[src/hdl/cpu_core_pkg.sv]
// shared constants and types for the flag register and operand address logic
package cpu_core_pkg;

  // ----------------------------------------------------------------
  // register map (byte addresses, one aligned word each)
  // ----------------------------------------------------------------
  localparam int          APB_ADDR_W   = 12;
  localparam logic [11:0] FLAGS_ADDR   = 12'h000;
  localparam logic [11:0] INDEX_ADDR   = 12'h004;
  localparam logic [11:0] STACK_ADDR   = 12'h008;
  localparam logic [11:0] EA_ADDR      = 12'h00C;

  // ----------------------------------------------------------------
  // condition flag field positions and values, reset values and other constants
  // ----------------------------------------------------------------
  localparam int          OVF_BIT      = 7;
  localparam int          HALF_BIT     = 4;
  localparam int          MASK_BIT     = 3;
  localparam int          NEG_BIT      = 2;
  localparam int          ZERO_BIT     = 1;
  localparam int          CARRY_BIT    = 0;
  localparam logic [7:0]  FIXED_ONES   = 8'h60;
  localparam logic [7:0]  MASK_ONLY    = 8'h08;
  localparam logic [7:0]  FLAGS_RESET  = 8'h68;
  localparam logic [15:0] INDEX_RESET  = 16'h0000;
  localparam logic [15:0] STACK_RESET  = 16'h00FF;
  localparam logic [7:0]  PAGE_ZERO_HI = 8'h00;
  localparam logic [15:0] INDEX_STEP   = 16'h0001;
  localparam logic [7:0]  DEC_LOW_FIX  = 8'h06;
  localparam logic [7:0]  DEC_HIGH_FIX = 8'h60;

  // ----------------------------------------------------------------
  // operations, addressing modes and interrupt states
  // ----------------------------------------------------------------
  typedef enum logic [3:0] {
    OP_ADD = 4'h0, OP_ADC = 4'h1, OP_SUB = 4'h2, OP_SBC = 4'h3,
    OP_AND = 4'h4, OP_OR = 4'h5, OP_EOR = 4'h6, OP_SHL = 4'h7,
    OP_SHR = 4'h8, OP_LOAD8 = 4'h9, OP_LOAD16 = 4'hA,
    OP_DECIMAL_ADJUST = 4'hB, OP_CLEAR_MASK = 4'hC,
    OP_SET_MASK = 4'hD, OP_BIT_TEST = 4'hE, OP_NONE = 4'hF
  } alu_op_e;

  typedef enum logic [3:0] {
    REGISTER_ONLY_MODE = 4'h0, BRANCH_OFFSET_MODE = 4'h1,
    INLINE_OPERAND_MODE = 4'h2, PAGE_ZERO_MODE = 4'h3,
    FULL_ADDRESS_MODE = 4'h4, PLAIN_INDEX_MODE = 4'h5,
    INDEX_POST_INCREMENT_MODE = 4'h6, INDEX_PLUS_BYTE_MODE = 4'h7,
    INDEX_PLUS_BYTE_POST_INCREMENT_MODE = 4'h8,
    INDEX_PLUS_WORD_MODE = 4'h9, STACK_PLUS_BYTE_MODE = 4'hA,
    STACK_PLUS_WORD_MODE = 4'hB
  } addr_mode_e;

  typedef enum logic [1:0] {
    IRQ_IDLE     = 2'b01,
    IRQ_STACKING = 2'b10
  } irq_state_e;

endpackage

[src/hdl/ea_calc.sv]
// combinational operand effective address for every addressing mode
`timescale 1ns/100ps
module ea_calc (
  // mode and bases
  input  wire cpu_core_pkg::addr_mode_e mode,
  input  wire logic [15:0]              index_pair,
  input  wire logic [15:0]              stack_pointer,
  input  wire logic [15:0]              pc_value,
  // instruction bytes after the opcode
  input  wire logic [7:0]               byte_hi,
  input  wire logic [7:0]               byte_lo,
  input  wire logic                     branch_taken,
  // result
  output logic [15:0]                   addr,
  output logic                          mem_access,
  output logic                          post_inc
);

  logic [15:0] word_in;
  logic [15:0] byte_in;
  logic [15:0] rel_in;

  // first byte after the opcode is the high byte
  assign word_in = {byte_hi, byte_lo};
  assign byte_in = {8'h00, byte_hi};
  assign rel_in  = {{8{byte_hi[7]}}, byte_hi};

  // all sums are 16 bits wide, so they wrap
  always_comb begin
    addr       = 16'h0000;
    mem_access = 1'b1;
    post_inc   = 1'b0;
    unique case (mode)
      cpu_core_pkg::REGISTER_ONLY_MODE: mem_access = 1'b0;
      cpu_core_pkg::BRANCH_OFFSET_MODE: begin
        mem_access = 1'b0;
        addr       = branch_taken ? pc_value + rel_in : pc_value;
      end
      cpu_core_pkg::INLINE_OPERAND_MODE: begin
        mem_access = 1'b0;
        addr       = word_in;
      end
      cpu_core_pkg::PAGE_ZERO_MODE: addr = {cpu_core_pkg::PAGE_ZERO_HI, byte_hi};
      cpu_core_pkg::FULL_ADDRESS_MODE: addr = word_in;
      cpu_core_pkg::PLAIN_INDEX_MODE: addr = index_pair;
      cpu_core_pkg::INDEX_POST_INCREMENT_MODE: begin
        addr     = index_pair;
        post_inc = 1'b1;
      end
      cpu_core_pkg::INDEX_PLUS_BYTE_MODE: addr = index_pair + byte_in;
      cpu_core_pkg::INDEX_PLUS_BYTE_POST_INCREMENT_MODE: begin
        addr     = index_pair + byte_in;
        post_inc = 1'b1;
      end
      cpu_core_pkg::INDEX_PLUS_WORD_MODE: addr = index_pair + word_in;
      cpu_core_pkg::STACK_PLUS_BYTE_MODE: addr = stack_pointer + byte_in;
      cpu_core_pkg::STACK_PLUS_WORD_MODE: addr = stack_pointer + word_in;
      default: mem_access = 1'b0;
    endcase
  end

endmodule

[src/hdl/cpu_flags_addr.sv]
// condition flag register, interrupt gating and operand address generation
`timescale 1ns/100ps
// ------------------------------------------------------------
// ------------------------------------------------------------
module cpu_flags_addr (
  // clock and reset
  input  wire logic                     pclk,
  input  wire logic                     presetn,
  // apb slave
  input  wire logic                     psel,
  input  wire logic                     penable,
  input  wire logic                     pwrite,
  input  wire logic [11:0]              paddr,
  input  wire logic [31:0]              pwdata,
  output logic [31:0]                   prdata,
  output logic                          pready,
  output logic                          pslverr,
  // alu side
  input  wire logic                     alu_valid,
  input  wire cpu_core_pkg::alu_op_e    alu_op,
  input  wire logic [7:0]               alu_a,
  input  wire logic [7:0]               alu_b,
  input  wire logic [15:0]              alu_w,
  output logic [7:0]                    alu_result,
  output logic                          alu_done,
  output logic                          signed_less,
  output logic [7:0]                    flags_out,
  // interrupt gating
  input  wire logic                     irq_request,
  input  wire logic                     instr_boundary,
  input  wire logic                     stack_done,
  output logic                          irq_accept,
  // operand address
  input  wire logic                     ea_req,
  input  wire cpu_core_pkg::addr_mode_e ea_mode,
  input  wire logic [7:0]               ea_byte_hi,
  input  wire logic [7:0]               ea_byte_lo,
  input  wire logic [15:0]              pc_value,
  input  wire logic                     branch_taken,
  input  wire logic                     operand_fetched,
  output logic [15:0]                   ea_addr,
  output logic                          ea_valid,
  output logic                          ea_mem,
  output logic [15:0]                   index_out
);

  // ------------------------------------------------------------
  // state
  // ------------------------------------------------------------
  logic [7:0]              condition_flags;
  logic [15:0]             index_pair;
  logic [15:0]             stack_pointer;
  logic [7:0]              next_flags;
  logic [7:0]              next_result;
  logic [15:0]             ea_addr_c;
  logic                    ea_mem_c;
  logic                    ea_inc_c;
  logic                    post_inc_armed;
  logic                    mask_hold;
  logic                    stack_set;
  logic                    clear_now;
  logic                    wr_fire;
  logic                    rd_fire;
  cpu_core_pkg::irq_state_e irq_state;

  assign wr_fire   = psel & penable & pready & pwrite;
  assign rd_fire   = psel & ~penable & ~pwrite;
  assign stack_set = (irq_state == cpu_core_pkg::IRQ_STACKING) & stack_done;
  assign clear_now = alu_valid & (alu_op == cpu_core_pkg::OP_CLEAR_MASK)
                     & condition_flags[cpu_core_pkg::MASK_BIT];

  // ------------------------------------------------------------
  // alu flag evaluation
  // ------------------------------------------------------------
  always_comb begin
    logic [8:0] sum;
    logic [4:0] low;
    logic [7:0] corr;
    logic       cin;
    logic       upd_nz;
    sum         = 9'h000;
    low         = 5'h00;
    corr        = 8'h00;
    cin         = 1'b0;
    upd_nz      = 1'b1;
    next_flags  = condition_flags;
    next_result = alu_a;
    unique case (alu_op)
      cpu_core_pkg::OP_ADD, cpu_core_pkg::OP_ADC: begin
        cin = (alu_op == cpu_core_pkg::OP_ADC) & condition_flags[cpu_core_pkg::CARRY_BIT];
        sum = {1'b0, alu_a} + {1'b0, alu_b} + {8'h00, cin};
        low = {1'b0, alu_a[3:0]} + {1'b0, alu_b[3:0]} + {4'h0, cin};
        next_result = sum[7:0];
        next_flags[cpu_core_pkg::HALF_BIT]  = low[4];
        next_flags[cpu_core_pkg::CARRY_BIT] = sum[8];
        next_flags[cpu_core_pkg::OVF_BIT]   = (alu_a[7] == alu_b[7])
                                              & (sum[7] != alu_a[7]);
      end
      cpu_core_pkg::OP_SUB, cpu_core_pkg::OP_SBC: begin
        cin = (alu_op == cpu_core_pkg::OP_SBC) & condition_flags[cpu_core_pkg::CARRY_BIT];
        sum = {1'b0, alu_a} - {1'b0, alu_b} - {8'h00, cin};
        next_result = sum[7:0];
        next_flags[cpu_core_pkg::CARRY_BIT] = sum[8];
        next_flags[cpu_core_pkg::OVF_BIT]   = (alu_a[7] != alu_b[7])
                                              & (sum[7] != alu_a[7]);
      end
      cpu_core_pkg::OP_AND, cpu_core_pkg::OP_OR, cpu_core_pkg::OP_EOR: begin
        next_result = (alu_op == cpu_core_pkg::OP_AND) ? alu_a & alu_b :
                      (alu_op == cpu_core_pkg::OP_OR)  ? alu_a | alu_b : alu_a ^ alu_b;
        next_flags[cpu_core_pkg::OVF_BIT] = 1'b0;
      end
      cpu_core_pkg::OP_SHL: begin
        next_result = {alu_a[6:0], 1'b0};
        next_flags[cpu_core_pkg::CARRY_BIT] = alu_a[7];
        next_flags[cpu_core_pkg::OVF_BIT]   = alu_a[6] ^ alu_a[7];
      end
      cpu_core_pkg::OP_SHR: begin
        next_result = {1'b0, alu_a[7:1]};
        next_flags[cpu_core_pkg::CARRY_BIT] = alu_a[0];
        next_flags[cpu_core_pkg::OVF_BIT]   = alu_a[0];
      end
      cpu_core_pkg::OP_LOAD8: next_flags[cpu_core_pkg::OVF_BIT] = 1'b0;
      cpu_core_pkg::OP_LOAD16: begin
        upd_nz = 1'b0;
        next_flags[cpu_core_pkg::OVF_BIT]  = 1'b0;
        next_flags[cpu_core_pkg::NEG_BIT]  = alu_w[15];
        next_flags[cpu_core_pkg::ZERO_BIT] = (alu_w == 16'h0000);
      end
      cpu_core_pkg::OP_DECIMAL_ADJUST: begin
        // correct the preceding sum using the held half-carry and carry
        if (condition_flags[cpu_core_pkg::HALF_BIT] || alu_a[3:0] > 4'h9) begin
          corr = cpu_core_pkg::DEC_LOW_FIX;
        end
        if (condition_flags[cpu_core_pkg::CARRY_BIT] || alu_a > 8'h99) begin
          corr = corr | cpu_core_pkg::DEC_HIGH_FIX;
          next_flags[cpu_core_pkg::CARRY_BIT] = 1'b1;
        end
        next_result = alu_a + corr;
      end
      cpu_core_pkg::OP_CLEAR_MASK: begin
        upd_nz = 1'b0;
        next_flags[cpu_core_pkg::MASK_BIT] = 1'b0;
      end
      cpu_core_pkg::OP_SET_MASK: begin
        upd_nz = 1'b0;
        next_flags[cpu_core_pkg::MASK_BIT] = 1'b1;
      end
      cpu_core_pkg::OP_BIT_TEST: begin
        // tested bit lands in carry for the branch decision
        upd_nz = 1'b0;
        next_flags[cpu_core_pkg::CARRY_BIT] = alu_a[alu_b[2:0]];
      end
      cpu_core_pkg::OP_NONE: upd_nz = 1'b0;
    endcase
    if (upd_nz) begin
      next_flags[cpu_core_pkg::NEG_BIT]  = next_result[7];
      next_flags[cpu_core_pkg::ZERO_BIT] = (next_result == 8'h00);
    end
  end

  // ------------------------------------------------------------
  // flag register
  // ------------------------------------------------------------
  // an alu update in the same cycle as an apb write wins over the write
  always_ff @(posedge pclk or negedge presetn) begin
    if (!presetn) begin
      condition_flags <= cpu_core_pkg::FLAGS_RESET;
    end else if (alu_valid) begin
      condition_flags <= next_flags | cpu_core_pkg::FIXED_ONES
                         | (stack_set ? cpu_core_pkg::MASK_ONLY : 8'h00);
    end else if (stack_set) begin
      condition_flags <= condition_flags | cpu_core_pkg::MASK_ONLY;
    end else if (wr_fire && paddr == cpu_core_pkg::FLAGS_ADDR) begin
      condition_flags <= pwdata[7:0] | cpu_core_pkg::FIXED_ONES;
    end
  end

  always_ff @(posedge pclk or negedge presetn) begin
    if (!presetn) begin
      alu_result  <= 8'h00;
      alu_done    <= 1'b0;
      signed_less <= 1'b0;
      flags_out   <= cpu_core_pkg::FLAGS_RESET;
    end else begin
      alu_done  <= alu_valid;
      flags_out <= condition_flags;
      if (alu_valid) begin
        alu_result  <= next_result;
        signed_less <= next_flags[cpu_core_pkg::NEG_BIT]
                       ^ next_flags[cpu_core_pkg::OVF_BIT];
      end
    end
  end

  // ------------------------------------------------------------
  // interrupt gating
  // ------------------------------------------------------------
  always_ff @(posedge pclk or negedge presetn) begin
    if (!presetn) begin
      mask_hold <= 1'b0;
    end else if (clear_now && !instr_boundary) begin
      mask_hold <= 1'b1;
    end else if (instr_boundary) begin
      mask_hold <= 1'b0;
    end
  end

  always_ff @(posedge pclk or negedge presetn) begin
    if (!presetn) begin
      irq_state  <= cpu_core_pkg::IRQ_IDLE;
      irq_accept <= 1'b0;
    end else begin
      irq_accept <= 1'b0;
      unique case (irq_state)
        cpu_core_pkg::IRQ_IDLE: begin
          if (instr_boundary && irq_request && !mask_hold
              && !condition_flags[cpu_core_pkg::MASK_BIT]) begin
            irq_accept <= 1'b1;
            irq_state  <= cpu_core_pkg::IRQ_STACKING;
          end
        end
        cpu_core_pkg::IRQ_STACKING: begin
          if (stack_done) begin
            irq_state <= cpu_core_pkg::IRQ_IDLE;
          end
        end
        default: irq_state <= cpu_core_pkg::IRQ_IDLE;
      endcase
    end
  end

  // ------------------------------------------------------------
  // operand address generation
  // ------------------------------------------------------------
  ea_calc u_ea_calc (
    .mode          (ea_mode),
    .index_pair    (index_pair),
    .stack_pointer (stack_pointer),
    .pc_value      (pc_value),
    .byte_hi       (ea_byte_hi),
    .byte_lo       (ea_byte_lo),
    .branch_taken  (branch_taken),
    .addr          (ea_addr_c),
    .mem_access    (ea_mem_c),
    .post_inc      (ea_inc_c)
  );

  // one 16-bit address reaches memory, registers and ports alike
  always_ff @(posedge pclk or negedge presetn) begin
    if (!presetn) begin
      ea_addr  <= 16'h0000;
      ea_valid <= 1'b0;
      ea_mem   <= 1'b0;
    end else begin
      ea_valid <= ea_req;
      if (ea_req) begin
        ea_addr <= ea_addr_c;
        ea_mem  <= ea_mem_c;
      end
    end
  end

  always_ff @(posedge pclk or negedge presetn) begin
    if (!presetn) begin
      post_inc_armed <= 1'b0;
    end else if (ea_req) begin
      post_inc_armed <= ea_inc_c;
    end else if (operand_fetched) begin
      post_inc_armed <= 1'b0;
    end
  end

  // increment only once the operand has been fetched
  always_ff @(posedge pclk or negedge presetn) begin
    if (!presetn) begin
      index_pair <= cpu_core_pkg::INDEX_RESET;
    end else if (post_inc_armed && operand_fetched) begin
      index_pair <= index_pair + cpu_core_pkg::INDEX_STEP;
    end else if (wr_fire && paddr == cpu_core_pkg::INDEX_ADDR) begin
      index_pair <= pwdata[15:0];
    end
  end

  always_ff @(posedge pclk or negedge presetn) begin
    if (!presetn) begin
      stack_pointer <= cpu_core_pkg::STACK_RESET;
    end else if (wr_fire && paddr == cpu_core_pkg::STACK_ADDR) begin
      stack_pointer <= pwdata[15:0];
    end
  end

  always_ff @(posedge pclk or negedge presetn) begin
    if (!presetn) begin
      index_out <= cpu_core_pkg::INDEX_RESET;
    end else begin
      index_out <= index_pair;
    end
  end

  // ------------------------------------------------------------
  // apb slave: one wait-free access cycle, error on unmapped offsets
  // ------------------------------------------------------------
  always_ff @(posedge pclk or negedge presetn) begin
    if (!presetn) begin
      pready  <= 1'b0;
      pslverr <= 1'b0;
      prdata  <= 32'h0000_0000;
    end else begin
      pready  <= psel & ~penable;
      pslverr <= 1'b0;
      if (psel && !penable) begin
        unique case (paddr)
          cpu_core_pkg::FLAGS_ADDR: begin
            if (rd_fire) prdata <= {24'h000000, condition_flags};
          end
          cpu_core_pkg::INDEX_ADDR: begin
            if (rd_fire) prdata <= {16'h0000, index_pair};
          end
          cpu_core_pkg::STACK_ADDR: begin
            if (rd_fire) prdata <= {16'h0000, stack_pointer};
          end
          cpu_core_pkg::EA_ADDR: begin
            if (rd_fire) prdata <= {16'h0000, ea_addr};
          end
          default: begin
            pslverr <= 1'b1;
            prdata  <= 32'h0000_0000;
          end
        endcase
      end
    end
  end
endmodule

[config.mk]
export PLATFORM = sky130hd
export DESIGN_NAME = cpu_flags_addr
export DESIGN_NICKNAME = d
export VERILOG_FILES = /design/src/hdl/cpu_core_pkg.sv /design/src/hdl/ea_calc.sv /design/src/hdl/cpu_flags_addr.sv
export SDC_FILE = /design/constraint.sdc
export NUM_CORES = 1
export LEC_CHECK = 0
export ABC_AREA = 1
export BUFFER_PORTS_ARGS = -buffer_cell sky130_fd_sc_hd__buf_2
export CORE_UTILIZATION = 55
export CTS_BUF_LIST = sky130_fd_sc_hd__clkbuf_16
export CTS_CLUSTER_SIZE = 8
export DETAILED_ROUTE_END_ITERATION = 6
export PLACE_DENSITY = 0.86
export SETUP_SLACK_MARGIN = 0.05
export SLEW_MARGIN = 20
export SYNTH_ARGS = -nofsm -noshare
export SYNTH_HDL_FRONTEND = slang
export SYNTH_SLANG_ARGS = --single-unit
[constraint.sdc]
create_clock -name pclk -period 6.7 [get_ports pclk]
set_input_delay 0.67 -clock pclk [delete_from_list [all_inputs] [get_ports pclk]]
set_output_delay 0.67 -clock pclk [all_outputs]
set_load 0.02 [all_outputs]
==> impl_metrics.tcl <==
set metrics [dict create \
    synth_largest_area_cell "dfrtp_1" \
    post-route-period-util_pct 57.06 \
    hpwlAfterDp_mm 30.92 \
    crit_type "input port to flip-flop" \
    grt_pass1_wl_mm 61.21 \
    hp-class "input port to asynchronous set/reset pin" \
    grt_max_degree 66 \
    cp_max_fo 32 \
    cp_cell_sequence "buf_2 -> nand2_1 -> inv_1 -> nand2_1 -> o21ai_0 -> ha_1 -> inv_1 -> fa_1 -> inv_1 -> nand3_1 -> nand2_1 -> nand2_1 -> nand2_1 -> o22ai_1 -> o31ai_1 -> o21ai_0" \
    cts_buffer_depth 2 \
    path_clk_slew_ns 0.06 \
    multi_input_area_mm2 0.006459 \
    numClockSinks 113 \
    die_w_um 139.8 \
    endpoint "ea_addr[4]" \
    drive_gt1_share_pct 15.51 \
    rsz0062_at_grt "false" \
    p_leak_nw 6.241 \
    synth-seq-cells 113 \
    avgSynthCellArea_um2 6.587 \
    area_growth_pct 15.28 \
    diodes 0 \
    hold_viol 0 \
    rr_endpoint "condition_flags[7]" \
    worstPathRequired_ns 6.97 \
    postRouteAntennaNets 0 \
    ys_warn_count 0 \
    wire_per_inst_um 19.90 \
    root_buffer "clkbuf_16" \
    p_per_area_mw_per_mm2 224.5 \
    tightest_slew_ns 0.9154 \
    numCtsBuffers 17 \
    mappedNetlistArea_mm2 0.01044 \
    gp_congestion 1.037 \
    ys_seq_area_share_pct 27.24 \
    fin_util_pct 64.56 \
    crit-reg2reg-launch "condition_flags[0]" \
    ff2ff_path_depth 14 \
    yosys-top-cells-area "dfrtp_1 24%, nand2_1 14%, ha_1 9.0%" \
    port_buffers 182 \
    slowest_delay_ns 0.54 \
    arrival_ns 4.10 \
    max-vdd-ir-drop_mv 0.1944 \
    via_per_inst 5.959 \
    relSlewSlack_pct 38.83 \
    overflow 0 \
    post-route-min-period_ns 3.823 \
    drv_slew 0 \
    crit_path_frequent_cell "nand2_1" \
    ctsResizeCount 0 \
    seqCellArea_mm2 0.002844 \
    ff2ff_setup_slack_ns 3.54 \
    cts_setup_buffers 0 \
    boundaryPins 215 \
    fillCellCount 1693 \
    grt_usage_pct 41.20 \
    end_kind "flip-flop" \
    crit_start "ea_mode[0]" \
    status "finished with violations" \
    cts_tree "built" \
    dieArea_mm2 0.01954 \
    finalSetupTns_ns 0 \
    drt_first_pass_iters 7 \
    num-nets-final 1965 \
    cts.htree.levels 4 \
    finClkSkew_ns 0.01157 \
    worstSetupStartpointType "input port" \
    drt-total-wl_mm 39.81 \
    synth_top_area_share_pct 23.97 \
    synth_ff_type "dfrtp_1" \
    ys_async_sr_fraction_pct 100.0 \
    crit_slowest_cell "nand2_1" \
    setup_violations 0 \
    grt_pass1_vias 11400 \
    synth.distinct_cells 50 \
    coreArea_mm2 0.01864 \
    initial_utilization_pct 56.00 \
    antenna_found_initial 2 \
    synth-edff-count 0 \
    rows 50 \
    violations "DRC" \
    worstSkewPairLatency_ns 0.43 \
    cts_hold_buf 0 \
    drtIter0Drc 948 \
    vias 11920 \
    max_cap_violations 0 \
    synth_cells 1585 \
    die_h_um 139.8 \
    drcViolationCount 2 \
    clock.fmax_mhz 261.6 \
]
where the power goes:
group | switching (mW) | internal [mW] | total, mW
registers | 0.0856 | 0.759 | 0.845
clock network | 0.387 | 0.528 | 0.915
logic | 0.639 | 0.304 | 0.943
cell usage after synthesis (5+ instances only):
cell type / instances
o211ai_1: 14
buf_4: 18
nand3b_1: 16
xor2_1: 13
buf_2: 5
dfstp_2: 13
inv_1: 233
o21ai_0: 164
fa_1: 8
nor4_1: 6
o21ai_1: 12
nor2_2: 5
dfrtp_1: 100
nand4_1: 29
nand3_1: 116
o311ai_0: 6
nor3_1: 12
o22ai_1: 31
a21oi_1: 90
inv_2: 8
a21o_1: 8
o21bai_1: 5
ha_1: 75
clkbuf_1: 25
nand2_1: 379
nor2_1: 132
or2_2: 9
placed cells by master, fill, tap and decap left out, types with 31 or more instances in the layout:
cell type	instances
nand2_1	379
inv_1	233
buf_2	181
o21ai_0	164
nor2_1	132
nand3_1	116
dfrtp_1	100
a21oi_1	90
ha_1	75
o22ai_1	31
worst min-delay path by stage:
stage,endpoint,slack (ns),cells past startpoint
2_1_floorplan,index_out[3],0.35,0
3_3_place_gp,flags_out[6],0.37,0
3_5_place_dp,flags_out[6],0.38,0
4_1_cts,irq_state[1],0.36,1
5_1_grt,mask_hold,0.39,2
6_report,irq_state[1],0.34,1
critical path, delay by kind of cell:
family	cells	cell delay (ns)
buffers and inverters	4	0.49
AOI/OAI and AO/OA	4	1.26
and+or+nand+nor	6	0.98
adders and majority gates	2	0.69
cells by family after synthesis:
logic type | share of synthesized area [%]
AND/OR/NAND/NOR | 29.54
AO/OA/AOI/OAI | 19.50
buffers and inverters | 11.49
flip-flops | 27.24
adder cells (fa/ha/maj) | 10.52
XOR/XNOR | 1.342
multiplexers | 0.3236
other | 0.03592
sequential cells by signal, indices dropped and copies added (netlist names):
register,count
ea_addr,16
index_out,16
index_pair,16
prdata,16
stack_pointer,16
alu_result,8
condition_flags,7
flags_out,7
irq_state,2
alu_done,1
ea_mem,1
ea_valid,1
irq_accept,1
mask_hold,1
post_inc_armed,1
pready,1
pslverr,1
signed_less,1
metal layers:
layer  vias to the layer above  global-route usage (%)  wire length (µm)
li1                       5579                       -                 -
met1                      5486                   46.16             14640
met2                       684                   71.42             19370
met3                       171                   7.571              3106
met4                         4                   27.70              2665
met5                         -                       0                27
through the flow:
step	worst slack, ns	power (mW)	cell area [µm²]	hold WS, ns	instances
final	2.877	2.702	12040	0.3404	2001
after global routing	2.716	2.835	12040	0.3895	2001
after CTS	3.033	2.681	12030	0.3633	2001
after detailed placement	2.606	1.768	11440	0.3795	1969
after global placement	2.649	1.753	11440	0.3731	1969
after floorplan	3.435	1.442	10500	0.3487	1600
area by class of cell:
cell class | instances | share of cell area, %
inverters | 243 | 7.579
clock inverters | 15 | 1.320
well taps | 234 | 2.433
flip-flops and latches | 113 | 23.63
multi-input cells | 1193 | 53.66
repair buffers | 186 | 7.839
clock buffers | 17 | 3.535
Note: power is estimated with default switching activity, not from simulation.
